<file path="config.mk">
export PLATFORM = sky130hd
export DESIGN_NAME = cci_command_interpreter
export DESIGN_NICKNAME = d
export VERILOG_FILES = /design/src/logic/cci_command_interpreter.v
export VERILOG_INCLUDE_DIRS = /design/src /design/src/logic
export SDC_FILE = /design/constraint.sdc
export NUM_CORES = 1
export LEC_CHECK = 0
export ABC_AREA = 1
export BUFFER_PORTS_ARGS = -buffer_cell sky130_fd_sc_hd__buf_2
export CORE_AREA = 2 2 223 225
export DETAILED_ROUTE_END_ITERATION = 12
export DIE_AREA = 0 0 225 227
export PLACE_DENSITY_LB_ADDON = 0.1
export SLEW_MARGIN = 5
export SYNTH_ARGS = -nofsm -noshare
export SYNTH_HDL_FRONTEND = slang
export SYNTH_SLANG_ARGS = --single-unit
</file>
<file path="constraint.sdc">
create_clock -name i_sys_clk -period 25.1 [get_ports i_sys_clk]
set_clock_uncertainty 0.15 [all_clocks]
set_input_delay 2.51 -clock i_sys_clk [delete_from_list [all_inputs] [get_ports i_sys_clk]]
set_output_delay 2.51 -clock i_sys_clk [all_outputs]
set_load 0.01 [all_outputs]
</file>
<file path="src/logic/cci_map.vh">
// Command codes, identifier bases, field positions and timing for the command interpreter
`ifndef CCI_MAP_VH
`define CCI_MAP_VH

// Command codes
`define CCI_CMD_OUTPUT_ON_OFF      16'h0000
`define CCI_CMD_CHARGE_V_SET       16'h0020
`define CCI_CMD_CHARGE_I_SET       16'h0030
`define CCI_CMD_FAULT_SUMMARY      16'h0040
`define CCI_CMD_AC_V_READING       16'h0050
`define CCI_CMD_DC_V_READING       16'h0060
`define CCI_CMD_DC_I_READING       16'h0061
`define CCI_CMD_TEMP_READING       16'h0062
`define CCI_CMD_FAN1_SPEED         16'h0070
`define CCI_CMD_FAN2_SPEED         16'h0071
`define CCI_CMD_MAKER_LOW          16'h0080
`define CCI_CMD_MAKER_HIGH         16'h0081
`define CCI_CMD_MODEL_LOW          16'h0082
`define CCI_CMD_MODEL_HIGH         16'h0083
`define CCI_CMD_FW_REVS            16'h0084
`define CCI_CMD_LOCATION           16'h0085
`define CCI_CMD_BUILD_DATE         16'h0086
`define CCI_CMD_SERIAL_LOW         16'h0087
`define CCI_CMD_SERIAL_HIGH        16'h0088
`define CCI_CMD_SCALE_CODES        16'h00C0
`define CCI_CMD_SYSTEM_STATE       16'h00C1
`define CCI_CMD_SYSTEM_SETUP       16'h00C2
`define CCI_CMD_DIRECTION          16'h0100
`define CCI_CMD_DISCHARGE_V_SET    16'h0120
`define CCI_CMD_DISCHARGE_I_SET    16'h0130
`define CCI_CMD_TWO_WAY_SETUP      16'h0140

// Extended identifiers: base in bits 28:8, device field in bits 7:0
`define CCI_ID_REQ_BASE            21'h000C03
`define CCI_ID_RSP_BASE            21'h000C02
`define CCI_ID_BROADCAST           8'hFF

// Byte values
`define CCI_VAL_ON                 8'h01
`define CCI_VAL_DC_TO_AC           8'h01

// Scale codes: VOUT 0.01, IOUT 0.01, VIN 0.1, FAN 1
`define CCI_SCALE_CODES_RESET      16'h7655

// Setup word bits
`define CCI_SETUP_NVS_DISABLE_BIT  0
`define CCI_SETUP_NVS_SETUP_BIT    1
`define CCI_SETUP_RESET            16'h0000

// Timing
`define CCI_CLK_HZ                 10000000
`define CCI_ARM_WINDOW_MS          15000
`define CCI_SET_WINDOW_MS          10000
`define CCI_BLINK_HALF_MS          250
`define CCI_BLINK_HALVES           10

`endif

</file>
<file path="src/logic/cci_command_interpreter.v">
// Command interpreter with device numbering and extended-address setup
`include "cci_map.vh"

////////////////////////////////////////////////////////////////////////////////
module cci_command_interpreter #(
	parameter [47:0] MAKER_LOW   = 48'h303030303030, // arbitrary
	parameter [47:0] MAKER_HIGH  = 48'h303030303030, // arbitrary
	parameter [47:0] MODEL_LOW   = 48'h303030303030, // arbitrary
	parameter [47:0] MODEL_HIGH  = 48'h303030303030, // arbitrary
	parameter [47:0] FW_REVS     = 48'hFFFFFFFFFF00, // arbitrary
	parameter integer ARM_CYCLES   = `CCI_ARM_WINDOW_MS * (`CCI_CLK_HZ / 1000),
	parameter integer SET_CYCLES   = `CCI_SET_WINDOW_MS * (`CCI_CLK_HZ / 1000),
	parameter integer BLINK_CYCLES = `CCI_BLINK_HALF_MS * (`CCI_CLK_HZ / 1000)
) (
	// Clock and reset
	input  wire        i_sys_clk,
	input  wire        i_resetn,
	// Operator inputs, switch high = OFF
	input  wire [2:0]  i_dip,
	input  wire        i_remote_off,
	// Request from CAN controller
	input  wire        i_req_valid,
	input  wire [28:0] i_req_id,
	input  wire [3:0]  i_req_len,
	input  wire [63:0] i_req_data,
	// Response to CAN controller
	output reg         o_rsp_valid,
	output reg  [28:0] o_rsp_id,
	output reg  [3:0]  o_rsp_len,
	output reg  [63:0] o_rsp_data,
	// Measurements and status from the power stage
	input  wire [15:0] i_fault_summary,
	input  wire [15:0] i_ac_voltage,
	input  wire [15:0] i_dc_voltage,
	input  wire [15:0] i_dc_current,
	input  wire [15:0] i_temperature,
	input  wire [15:0] i_fan1_speed,
	input  wire [15:0] i_fan2_speed,
	input  wire [15:0] i_system_state,
	// Settings to the power stage
	output wire        o_output_on,
	output wire        o_dc_to_ac,
	output reg  [15:0] o_charge_v_set,
	output reg  [15:0] o_charge_i_set,
	output reg  [15:0] o_discharge_v_set,
	output reg  [15:0] o_discharge_i_set,
	output reg  [15:0] o_setup_word,
	output reg  [15:0] o_two_way_setup,
	output reg         o_nv_store,
	// Addressing and indicator
	output wire [5:0]  o_device_number,
	output reg         o_led_green,
	output wire        o_cfg_busy
);

	localparam [2:0] S_START  = 3'h0;
	localparam [2:0] S_WATCH  = 3'h1;
	localparam [2:0] S_SAW_ON = 3'h2;
	localparam [2:0] S_BLINKA = 3'h3;
	localparam [2:0] S_SETTLE = 3'h4;
	localparam [2:0] S_BLINKB = 3'h5;
	localparam [2:0] S_DONE   = 3'h6;

	reg         rst_meta;
	reg         rst_sync;
	reg  [2:0]  state;
	reg  [31:0] timer;
	reg  [3:0]  halves;
	reg  [2:0]  ext_bits;
	reg  [7:0]  onoff;
	reg  [7:0]  direction;
	reg  [23:0] location;
	reg  [47:0] build_date;
	reg  [47:0] serial_low;
	reg  [47:0] serial_high;
	reg         cmd_known;
	reg         cmd_rw;
	reg  [3:0]  cmd_bytes;
	reg  [47:0] rd_val;

	wire [15:0] code  = i_req_data[15:0];
	wire [47:0] wdat  = i_req_data[63:16];
	wire [7:0]  dev8  = {2'h0, o_device_number};
	wire        to_us = (i_req_id[28:8] == `CCI_ID_REQ_BASE) &&
	                    ((i_req_id[7:0] == dev8) || (i_req_id[7:0] == `CCI_ID_BROADCAST));
	wire        is_rd = i_req_valid && to_us && cmd_known && (i_req_len == 4'h2);
	wire        is_wr = i_req_valid && to_us && cmd_known && cmd_rw &&
	                    (i_req_len == cmd_bytes + 4'h2);
	wire        half_done = (timer >= BLINK_CYCLES - 1);

	////////////////////////////////////////////////////////////////////////////
	// Reset release
	always @(posedge i_sys_clk or negedge i_resetn) begin
		if (!i_resetn) begin
			rst_meta <= 1'b0;
			rst_sync <= 1'b0;
		end else begin
			rst_meta <= 1'b1;
			rst_sync <= rst_meta;
		end
	end

	////////////////////////////////////////////////////////////////////////////
	// Addressing
	// number from switches
	assign o_device_number = {ext_bits, i_dip};
	assign o_cfg_busy      = (state != S_DONE);
	assign o_output_on     = (onoff == `CCI_VAL_ON) && !o_cfg_busy && !i_remote_off;
	assign o_dc_to_ac      = (direction == `CCI_VAL_DC_TO_AC);

	////////////////////////////////////////////////////////////////////////////
	// Extended-address setup sequence
	always @(posedge i_sys_clk or negedge rst_sync) begin
		if (!rst_sync) begin
			state       <= S_START;
			timer       <= 32'h0;
			halves      <= 4'h0;
			ext_bits    <= 3'h0;
			o_led_green <= 1'b0;
		end else begin
			case (state)
				S_START: begin
					timer <= 32'h0;
					if ((i_dip == 3'h7) && i_remote_off)
						state <= S_WATCH;
					else
						state <= S_DONE;
				end
				S_WATCH: begin
					timer <= timer + 32'h1;
					if (timer >= ARM_CYCLES - 1)
						state <= S_DONE;
					else if (!i_dip[2])
						state <= S_SAW_ON;
				end
				S_SAW_ON: begin
					timer <= timer + 32'h1;
					if (timer >= ARM_CYCLES - 1) begin
						state <= S_DONE;
					end else if (i_dip[2]) begin
						state       <= S_BLINKA;
						timer       <= 32'h0;
						halves      <= 4'h0;
						o_led_green <= 1'b1;
					end
				end
				S_BLINKA, S_BLINKB: begin
					if (half_done) begin
						timer  <= 32'h0;
						halves <= halves + 4'h1;
						if (halves == `CCI_BLINK_HALVES - 1) begin
							o_led_green <= 1'b0;
							state       <= (state == S_BLINKA) ? S_SETTLE : S_DONE;
						end else begin
							o_led_green <= ~o_led_green;
						end
					end else begin
						timer <= timer + 32'h1;
					end
				end
				S_SETTLE: begin
					if (timer >= SET_CYCLES - 1) begin
						ext_bits    <= i_dip;
						state       <= S_BLINKB;
						timer       <= 32'h0;
						halves      <= 4'h0;
						o_led_green <= 1'b1;
					end else begin
						timer <= timer + 32'h1;
					end
				end
				S_DONE: begin
					timer <= 32'h0;
				end
				default: begin
					state <= S_DONE;
				end
			endcase
		end
	end

	////////////////////////////////////////////////////////////////////////////
	// Command table
	// raw values pass unscaled; factors apply outside
	always @* begin
		cmd_known = 1'b1;
		cmd_rw    = 1'b0;
		cmd_bytes = 4'h2;
		rd_val    = 48'h0;
		case (code)
			`CCI_CMD_OUTPUT_ON_OFF: begin
				cmd_rw    = 1'b1;
				cmd_bytes = 4'h1;
				rd_val    = {40'h0, onoff};
			end
			`CCI_CMD_CHARGE_V_SET: begin
				cmd_rw = 1'b1;
				rd_val = {32'h0, o_charge_v_set};
			end
			`CCI_CMD_CHARGE_I_SET: begin
				cmd_rw = 1'b1;
				rd_val = {32'h0, o_charge_i_set};
			end
			`CCI_CMD_FAULT_SUMMARY: rd_val = {32'h0, i_fault_summary};
			`CCI_CMD_AC_V_READING:  rd_val = {32'h0, i_ac_voltage};
			`CCI_CMD_DC_V_READING:  rd_val = {32'h0, i_dc_voltage};
			`CCI_CMD_DC_I_READING:  rd_val = {32'h0, i_dc_current};
			`CCI_CMD_TEMP_READING:  rd_val = {32'h0, i_temperature};
			`CCI_CMD_FAN1_SPEED:    rd_val = {32'h0, i_fan1_speed};
			`CCI_CMD_FAN2_SPEED:    rd_val = {32'h0, i_fan2_speed};
			`CCI_CMD_MAKER_LOW: begin
				cmd_bytes = 4'h6;
				rd_val    = MAKER_LOW;
			end
			`CCI_CMD_MAKER_HIGH: begin
				cmd_bytes = 4'h6;
				rd_val    = MAKER_HIGH;
			end
			`CCI_CMD_MODEL_LOW: begin
				cmd_bytes = 4'h6;
				rd_val    = MODEL_LOW;
			end
			`CCI_CMD_MODEL_HIGH: begin
				cmd_bytes = 4'h6;
				rd_val    = MODEL_HIGH;
			end
			`CCI_CMD_FW_REVS: begin
				cmd_bytes = 4'h6;
				rd_val    = FW_REVS;
			end
			`CCI_CMD_LOCATION: begin
				cmd_rw    = 1'b1;
				cmd_bytes = 4'h3;
				rd_val    = {24'h0, location};
			end
			`CCI_CMD_BUILD_DATE: begin
				cmd_rw    = 1'b1;
				cmd_bytes = 4'h6;
				rd_val    = build_date;
			end
			`CCI_CMD_SERIAL_LOW: begin
				cmd_rw    = 1'b1;
				cmd_bytes = 4'h6;
				rd_val    = serial_low;
			end
			`CCI_CMD_SERIAL_HIGH: begin
				cmd_rw    = 1'b1;
				cmd_bytes = 4'h6;
				rd_val    = serial_high;
			end
			`CCI_CMD_SCALE_CODES:   rd_val = {32'h0, `CCI_SCALE_CODES_RESET};
			`CCI_CMD_SYSTEM_STATE:  rd_val = {32'h0, i_system_state};
			`CCI_CMD_SYSTEM_SETUP: begin
				cmd_rw = 1'b1;
				rd_val = {32'h0, o_setup_word};
			end
			`CCI_CMD_DIRECTION: begin
				cmd_rw    = 1'b1;
				cmd_bytes = 4'h1;
				rd_val    = {40'h0, direction};
			end
			`CCI_CMD_DISCHARGE_V_SET: begin
				cmd_rw = 1'b1;
				rd_val = {32'h0, o_discharge_v_set};
			end
			`CCI_CMD_DISCHARGE_I_SET: begin
				cmd_rw = 1'b1;
				rd_val = {32'h0, o_discharge_i_set};
			end
			`CCI_CMD_TWO_WAY_SETUP: begin
				cmd_rw = 1'b1;
				rd_val = {32'h0, o_two_way_setup};
			end
			default: cmd_known = 1'b0;
		endcase
	end

	////////////////////////////////////////////////////////////////////////////
	// Stored settings
	always @(posedge i_sys_clk or negedge rst_sync) begin
		if (!rst_sync) begin
			onoff             <= 8'h00;
			direction         <= 8'h00;
			o_charge_v_set    <= 16'h0000;
			o_charge_i_set    <= 16'h0000;
			o_discharge_v_set <= 16'h0000;
			o_discharge_i_set <= 16'h0000;
			o_setup_word      <= `CCI_SETUP_RESET;
			o_two_way_setup   <= 16'h0000;
			location          <= 24'h000000;
			build_date        <= 48'h0;
			serial_low        <= 48'h0;
			serial_high       <= 48'h0;
			o_nv_store        <= 1'b0;
		end else begin
			o_nv_store <= 1'b0;
			// data follows the code, low byte first
			if (is_wr) begin
				case (code)
					`CCI_CMD_OUTPUT_ON_OFF:   onoff             <= wdat[7:0];
					`CCI_CMD_DIRECTION:       direction         <= wdat[7:0];
					`CCI_CMD_CHARGE_V_SET:    o_charge_v_set    <= wdat[15:0];
					`CCI_CMD_CHARGE_I_SET:    o_charge_i_set    <= wdat[15:0];
					`CCI_CMD_DISCHARGE_V_SET: o_discharge_v_set <= wdat[15:0];
					`CCI_CMD_DISCHARGE_I_SET: o_discharge_i_set <= wdat[15:0];
					`CCI_CMD_SYSTEM_SETUP:    o_setup_word      <= wdat[15:0];
					`CCI_CMD_TWO_WAY_SETUP:   o_two_way_setup   <= wdat[15:0];
					`CCI_CMD_LOCATION:        location          <= wdat[23:0];
					`CCI_CMD_BUILD_DATE:      build_date        <= wdat;
					`CCI_CMD_SERIAL_LOW:      serial_low        <= wdat;
					`CCI_CMD_SERIAL_HIGH:     serial_high       <= wdat;
					default:                  onoff             <= onoff;
				endcase
				// save unless disabled, only when set up
				if (((code == `CCI_CMD_CHARGE_V_SET) || (code == `CCI_CMD_CHARGE_I_SET) ||
				     (code == `CCI_CMD_DISCHARGE_V_SET) || (code == `CCI_CMD_DISCHARGE_I_SET)) &&
				    !o_setup_word[`CCI_SETUP_NVS_DISABLE_BIT] &&
				    o_setup_word[`CCI_SETUP_NVS_SETUP_BIT])
					o_nv_store <= 1'b1;
			end
		end
	end

	////////////////////////////////////////////////////////////////////////////
	// Responses
	always @(posedge i_sys_clk or negedge rst_sync) begin
		if (!rst_sync) begin
			o_rsp_valid <= 1'b0;
			o_rsp_id    <= 29'h0;
			o_rsp_len   <= 4'h0;
			o_rsp_data  <= 64'h0;
		end else begin
			o_rsp_valid <= is_rd;
			if (is_rd) begin
				o_rsp_id   <= {`CCI_ID_RSP_BASE, dev8};
				o_rsp_len  <= cmd_bytes + 4'h2;
				// code first, data low byte first
				o_rsp_data <= {rd_val, code};
			end
		end
	end

endmodule // cci_command_interpreter

</file>
==> impl.org <==
** Placement
- Number of port buffers :: ~420
- Area after DPL :: around 24000 um2
- Final Wtd Congestion :: between 0.9 and 1
- Detailed placement finished with a half-perimeter wire length of roughly 57 mm.

** STA
- Final setup violation count :: 0
- In the final timing run, aggregate negative setup slack is 0 ns.
- The routed design could run at a clock period as short as 7.738 ns.
- Total count of hold-check failures in the final report :: 0
- Timing would allow up to 129.2 MHz.
- Period utilisation layout :: a little under a third
- The max-slew violation count is 0.
- Rel. slew slack :: 10.90%
- Setup repair after global routing left no endpoint under its margin.
- At the pin with the least slew margin, the transition time is 1.332 ns.

** CTS
- After clock tree synthesis, the clock-pin slew on the worst setup and hold paths is around 0.060 ns.
- The clock reaches the later pin of the worst-skew pair after 0.59 ns.
- The number of clock buffers added by TritonCTS is 45.
- Number of clock sinks :: between 400 and 500
- Root buffer cell :: sky130_fd_sc_hd__clkbuf_16
- Maximum number of buffers from clock root to sink :: 3
- Once the clock tree was built, the setup fixing pass inserted 0 buffers.
- CTS tree :: done
- The H-tree was split into 2 levels.
- Cells resized by post-CTS repair :: 0
- For this design, the CTS-stage hold fixing added 0 buffers.

** Cells and area
- Summing all multi-input logic gate instances after layout gives between 10000 and 15000 um2.
- The area growth from synthesis to layout is 16.06%.
- The sequential cells in the finished layout cover a total of between 10000 and 15000 um2.
- After filler insertion, the fill cell instance count of the layout stands at about 4800.
- The post-route netlist has approximately 17% of its cells at a drive strength greater than 1.
- Finished layout cell area :: about 25000 um2
- Final net count :: around 3400

** Setup path
- Slowest stage cell, crit path :: sky130_fd_sc_hd__nor3_4
- Reg-to-reg setup timing slack :: 20.77 ns
- For this run, the slowest stage of the critical path takes between 0.9 and 1 ns.
- Walking the worst path, the cells encountered are buf_2 > nor2_2 > nand2_1 > nor3_4 > nand2_1 > nand2_1 > inv_2 > nand2_1 > nand3_1 > nor2_4 > buf_12 > buf_4 > nand3_1 > nand2_1 > nand2_1.
- The worst register-to-register path begins at ext_bits[0].
- Crit path launch type :: input pin
- For the worst setup path, the data arrival time is 8.06 ns.
- For the worst setup path, the data required time is 25.42 ns.
- Reg2reg path depth :: 15
- Worst Path Class, Setup :: input pin to register
- Cell family with the largest share of critical-path delay :: simple AND/OR/NAND/NOR gates
- In this run the critical register-to-register path is captured at o_two_way_setup[7].
- Of all nets on the critical path, the largest fanout is roughly 180.
- The critical path contains buffers and inverters numbering 4 combined.
- Most repeated library cell on the critical path :: sky130_fd_sc_hd__nand2_1
- Kind of capture point of the worst setup path :: register

** Die
- In this run the standard cell core region covers ~49000 um2.
- From left edge to right edge, the die measures approximately 230 um.
- Starting density of the core :: 44.81%
- In this run the core area contains 81 standard-cell rows.
- IO Pins :: between 400 and 500
- Chip height :: about 230 um
- Floorplan die area :: between 50000 and 60000 um2

** Worst hold path
- Startpoint of the tightest hold check path :: rst_meta
- Count of cells along the worst hold path :: 0
- Endpoint with the worst hold slack :: rst_sync
- HP Class :: register to register

** Power
- In this run the static leakage power is roughly 14 nW.
- For this design the ratio of total power to cell area is about 58 nW/um2.
- Highest ir drop seen on vdd :: just over 0.04 mV

** Synthesis
- In the synthesized netlist, mux cells make up 0% of the area.
- Count of warnings emitted by yosys :: 0
- Among all flip-flop cells after synthesis, the most frequent one is sky130_fd_sc_hd__dfrtp_1.
- In this run, synthesis inferred 0 flip-flops with an integrated enable.
- For this run, the register share of the synthesized area comes to a little under half.
- Cell area after synthesis :: about 22000 um2
- Synthesis instantiated 42 different standard cells from the library.
- Area fraction in compound gates after synthesis :: 3.779%
- Counting flops and latches in the post-synthesis netlist gives roughly 400.
- After Yosys synthesis, full adders, half adders and majority gates account for 0.1725% of the synthesized area.
- Main combinational cell family by area after synthesis :: simple AND/OR/NAND/NOR gates
- Proportion of netlist area held by the largest area contributor :: a little under half
- Xor/xnor cell area share of the yosys netlist :: less than 1%
- Simple-gate share of the synthesized area :: between 40% and 50%
- Mean post-synth cell area :: about 7.5 um2
- Asr flop ratio synth :: 100.0%
- In the post-synthesis netlist, the biggest area contributors are sky130_fd_sc_hd__dfrtp_1, sky130_fd_sc_hd__nand2_1, sky130_fd_sc_hd__nand4_1.
- sky130_fd_sc_hd__dfrtp_1 takes more of the synthesized area than any other cell.
- After technology mapping, the gate count stands at 2913.

** GRT
- Maximum number of pins on one net before global-route repair :: approximately 230
- Total track usage :: between 30% and 40%
- Number of global-route vias before repair :: around 21000
- Initial antenna violation count :: 8
- Remaining Overflow, GRT :: 0
- Wire length of the first global-routing pass :: 124.4 mm

** Outcome
- The run finished with clean final reports.

** Route
- Drt pass-1 iters :: 7
- Wires add up to between 80 and 90 mm.
- Post-route DRC violation count :: 0
- Once detail routing completed, the nets flagged for antenna violations numbered 0.
- Dividing the detail-routed wire length by the instance count gives 21.28 um.
- Drt first-iter violations :: about 2400
- Using the TritonRoute via totals, the vias-per-cell ratio works out to 5.721.
- Via count :: ~22000

** Job
- Number of maximum-capacitance constraint violations :: 0
## how the worst max path moves through the flow
stage / startpoint / endpoint / slack [ns] / cells past startpoint
6_report: i_req_data[5] / o_two_way_setup[7] / 17.36 / 15
2_1_floorplan: rst_sync / build_date[0] / 12.92 / 0
5_1_grt: i_req_data[5] / o_two_way_setup[6] / 16.96 / 15
3_5_place_dp: i_req_data[5] / o_two_way_setup[14] / 16.96 / 15
3_3_place_gp: i_req_data[5] / o_two_way_setup[11] / 17.09 / 15
4_1_cts: i_req_data[5] / o_two_way_setup[1] / 17.57 / 15
## cells in the mapped netlist (2+ instances only)
master / instances
sky130_fd_sc_hd__buf_4: 74
sky130_fd_sc_hd__clkbuf_1: 83
sky130_fd_sc_hd__nor2_1: 197
sky130_fd_sc_hd__nor4_1: 11
sky130_fd_sc_hd__o21ai_0: 65
sky130_fd_sc_hd__o211ai_1: 3
sky130_fd_sc_hd__o21ai_1: 3
sky130_fd_sc_hd__nor3_2: 3
sky130_fd_sc_hd__nand4_1: 332
sky130_fd_sc_hd__nand2_1: 1067
sky130_fd_sc_hd__a21oi_1: 17
sky130_fd_sc_hd__inv_2: 4
sky130_fd_sc_hd__a31oi_1: 27
sky130_fd_sc_hd__buf_6: 6
sky130_fd_sc_hd__a221oi_1: 2
sky130_fd_sc_hd__nor2_2: 5
sky130_fd_sc_hd__inv_1: 135
sky130_fd_sc_hd__or2_2: 2
sky130_fd_sc_hd__nand3_1: 297
sky130_fd_sc_hd__nor3_1: 33
sky130_fd_sc_hd__dfrtp_1: 402
sky130_fd_sc_hd__nor3_4: 2
sky130_fd_sc_hd__conb_1: 2
sky130_fd_sc_hd__buf_2: 50
sky130_fd_sc_hd__clkinv_1: 3
sky130_fd_sc_hd__o2111ai_1: 19
sky130_fd_sc_hd__xnor2_1: 8
sky130_fd_sc_hd__nand3_2: 7
sky130_fd_sc_hd__nor2_4: 3
sky130_fd_sc_hd__buf_1: 16
sky130_fd_sc_hd__ha_1: 3
sky130_fd_sc_hd__xor2_1: 14
sky130_fd_sc_hd__and3_1: 7
sky130_fd_sc_hd__o22ai_1: 2
sky130_fd_sc_hd__nand3b_1: 2
## worst register-to-register path, delay by kind of cell, from the launching register on
kind / cells / cell delay [ns]
and+or+nand+nor: 11 / 2.03
AOI/OAI and AO/OA: 1 / 0.09
buffers and inverters: 3 / 1.60
DFF: 1 / 0.38
## per-stage QoR
stage               worst slack [ns]  hold slack, ns  utilization [%]  std cells  power [mW]
floorplan                      12.92          0.1812                -       2932      0.7686
finish                         17.36          0.2074            52.01       3859       1.467
CTS                            17.57          0.2105            52.00       3856       1.479
global route                   16.96          0.2149            52.01       3859       1.526
global placement               17.09          0.1832            49.06       3776      0.8226
detailed placement             16.96          0.1972            49.06       3776      0.8262
## layout make-up
cell class                 instances  area share [%]
antenna                            3         0.02973
clock buffer                      70           5.114
clock inverter                    10          0.5401
inverter                         142           2.111
multi-input combinational       2159           39.78
sequential                       402           39.86
tap                              622           3.082
timing repair buffer             451           9.485
## per-layer routing
layer  wire, um  vias up  part of all wire, %  GRT usage, %
met5         66        -                0.080             0
met4       4108       10                  5.0         15.77
met3       6555      191                  8.0         5.963
met2      37470      995                   46         50.18
met1      33900    10590                   41         42.03
li1           -    10290                    -             -
## cells by family after synthesis
group,count (synthesis)
AO/OA/AOI/OAI,139
XOR/XNOR,22
adder cells (fa/ha/maj),3
buffers and inverters,371
flip-flops,402
other,2
AND/OR/NAND/NOR,1974
## layout by cell type, fill, tap and decap left out, types with 17 or more instances in the layout
| cell | count |
|---|---|
| sky130_fd_sc_hd__o2111ai_1 | 19 |
| sky130_fd_sc_hd__conb_1 | 21 |
| sky130_fd_sc_hd__nand3_1 | 294 |
| sky130_fd_sc_hd__dfrtp_1 | 401 |
| sky130_fd_sc_hd__nand2_1 | 1066 |
| sky130_fd_sc_hd__clkbuf_16 | 46 |
| sky130_fd_sc_hd__clkbuf_1 | 19 |
| sky130_fd_sc_hd__a31oi_1 | 27 |
| sky130_fd_sc_hd__buf_4 | 31 |
| sky130_fd_sc_hd__nor3_1 | 32 |
| sky130_fd_sc_hd__nand4_1 | 332 |
| sky130_fd_sc_hd__o21ai_0 | 65 |
| sky130_fd_sc_hd__a21oi_1 | 17 |
| sky130_fd_sc_hd__inv_1 | 135 |
| sky130_fd_sc_hd__nor2_1 | 194 |
| sky130_fd_sc_hd__buf_2 | 416 |
## flip-flops by register name, indices dropped and copies added, names as in the netlist, 24 cells and up
register / flops
serial_low: 48
o_rsp_data: 64
location: 24
serial_high: 48
build_date: 48
timer: 32
## report_power, final
part | internal [mW] | total, mW | leakage (nW) | switching (mW)
clock network | 0.384 | 0.653 | 0.698 | 0.270
registers | 0.655 | 0.664 | 5.55 | 0.00893
logic | 0.0408 | 0.149 | 7.49 | 0.109
total | 1.08 | 1.47 | 13.7 | 0.387
No activity file was read; power rests on OpenSTA's default activity.
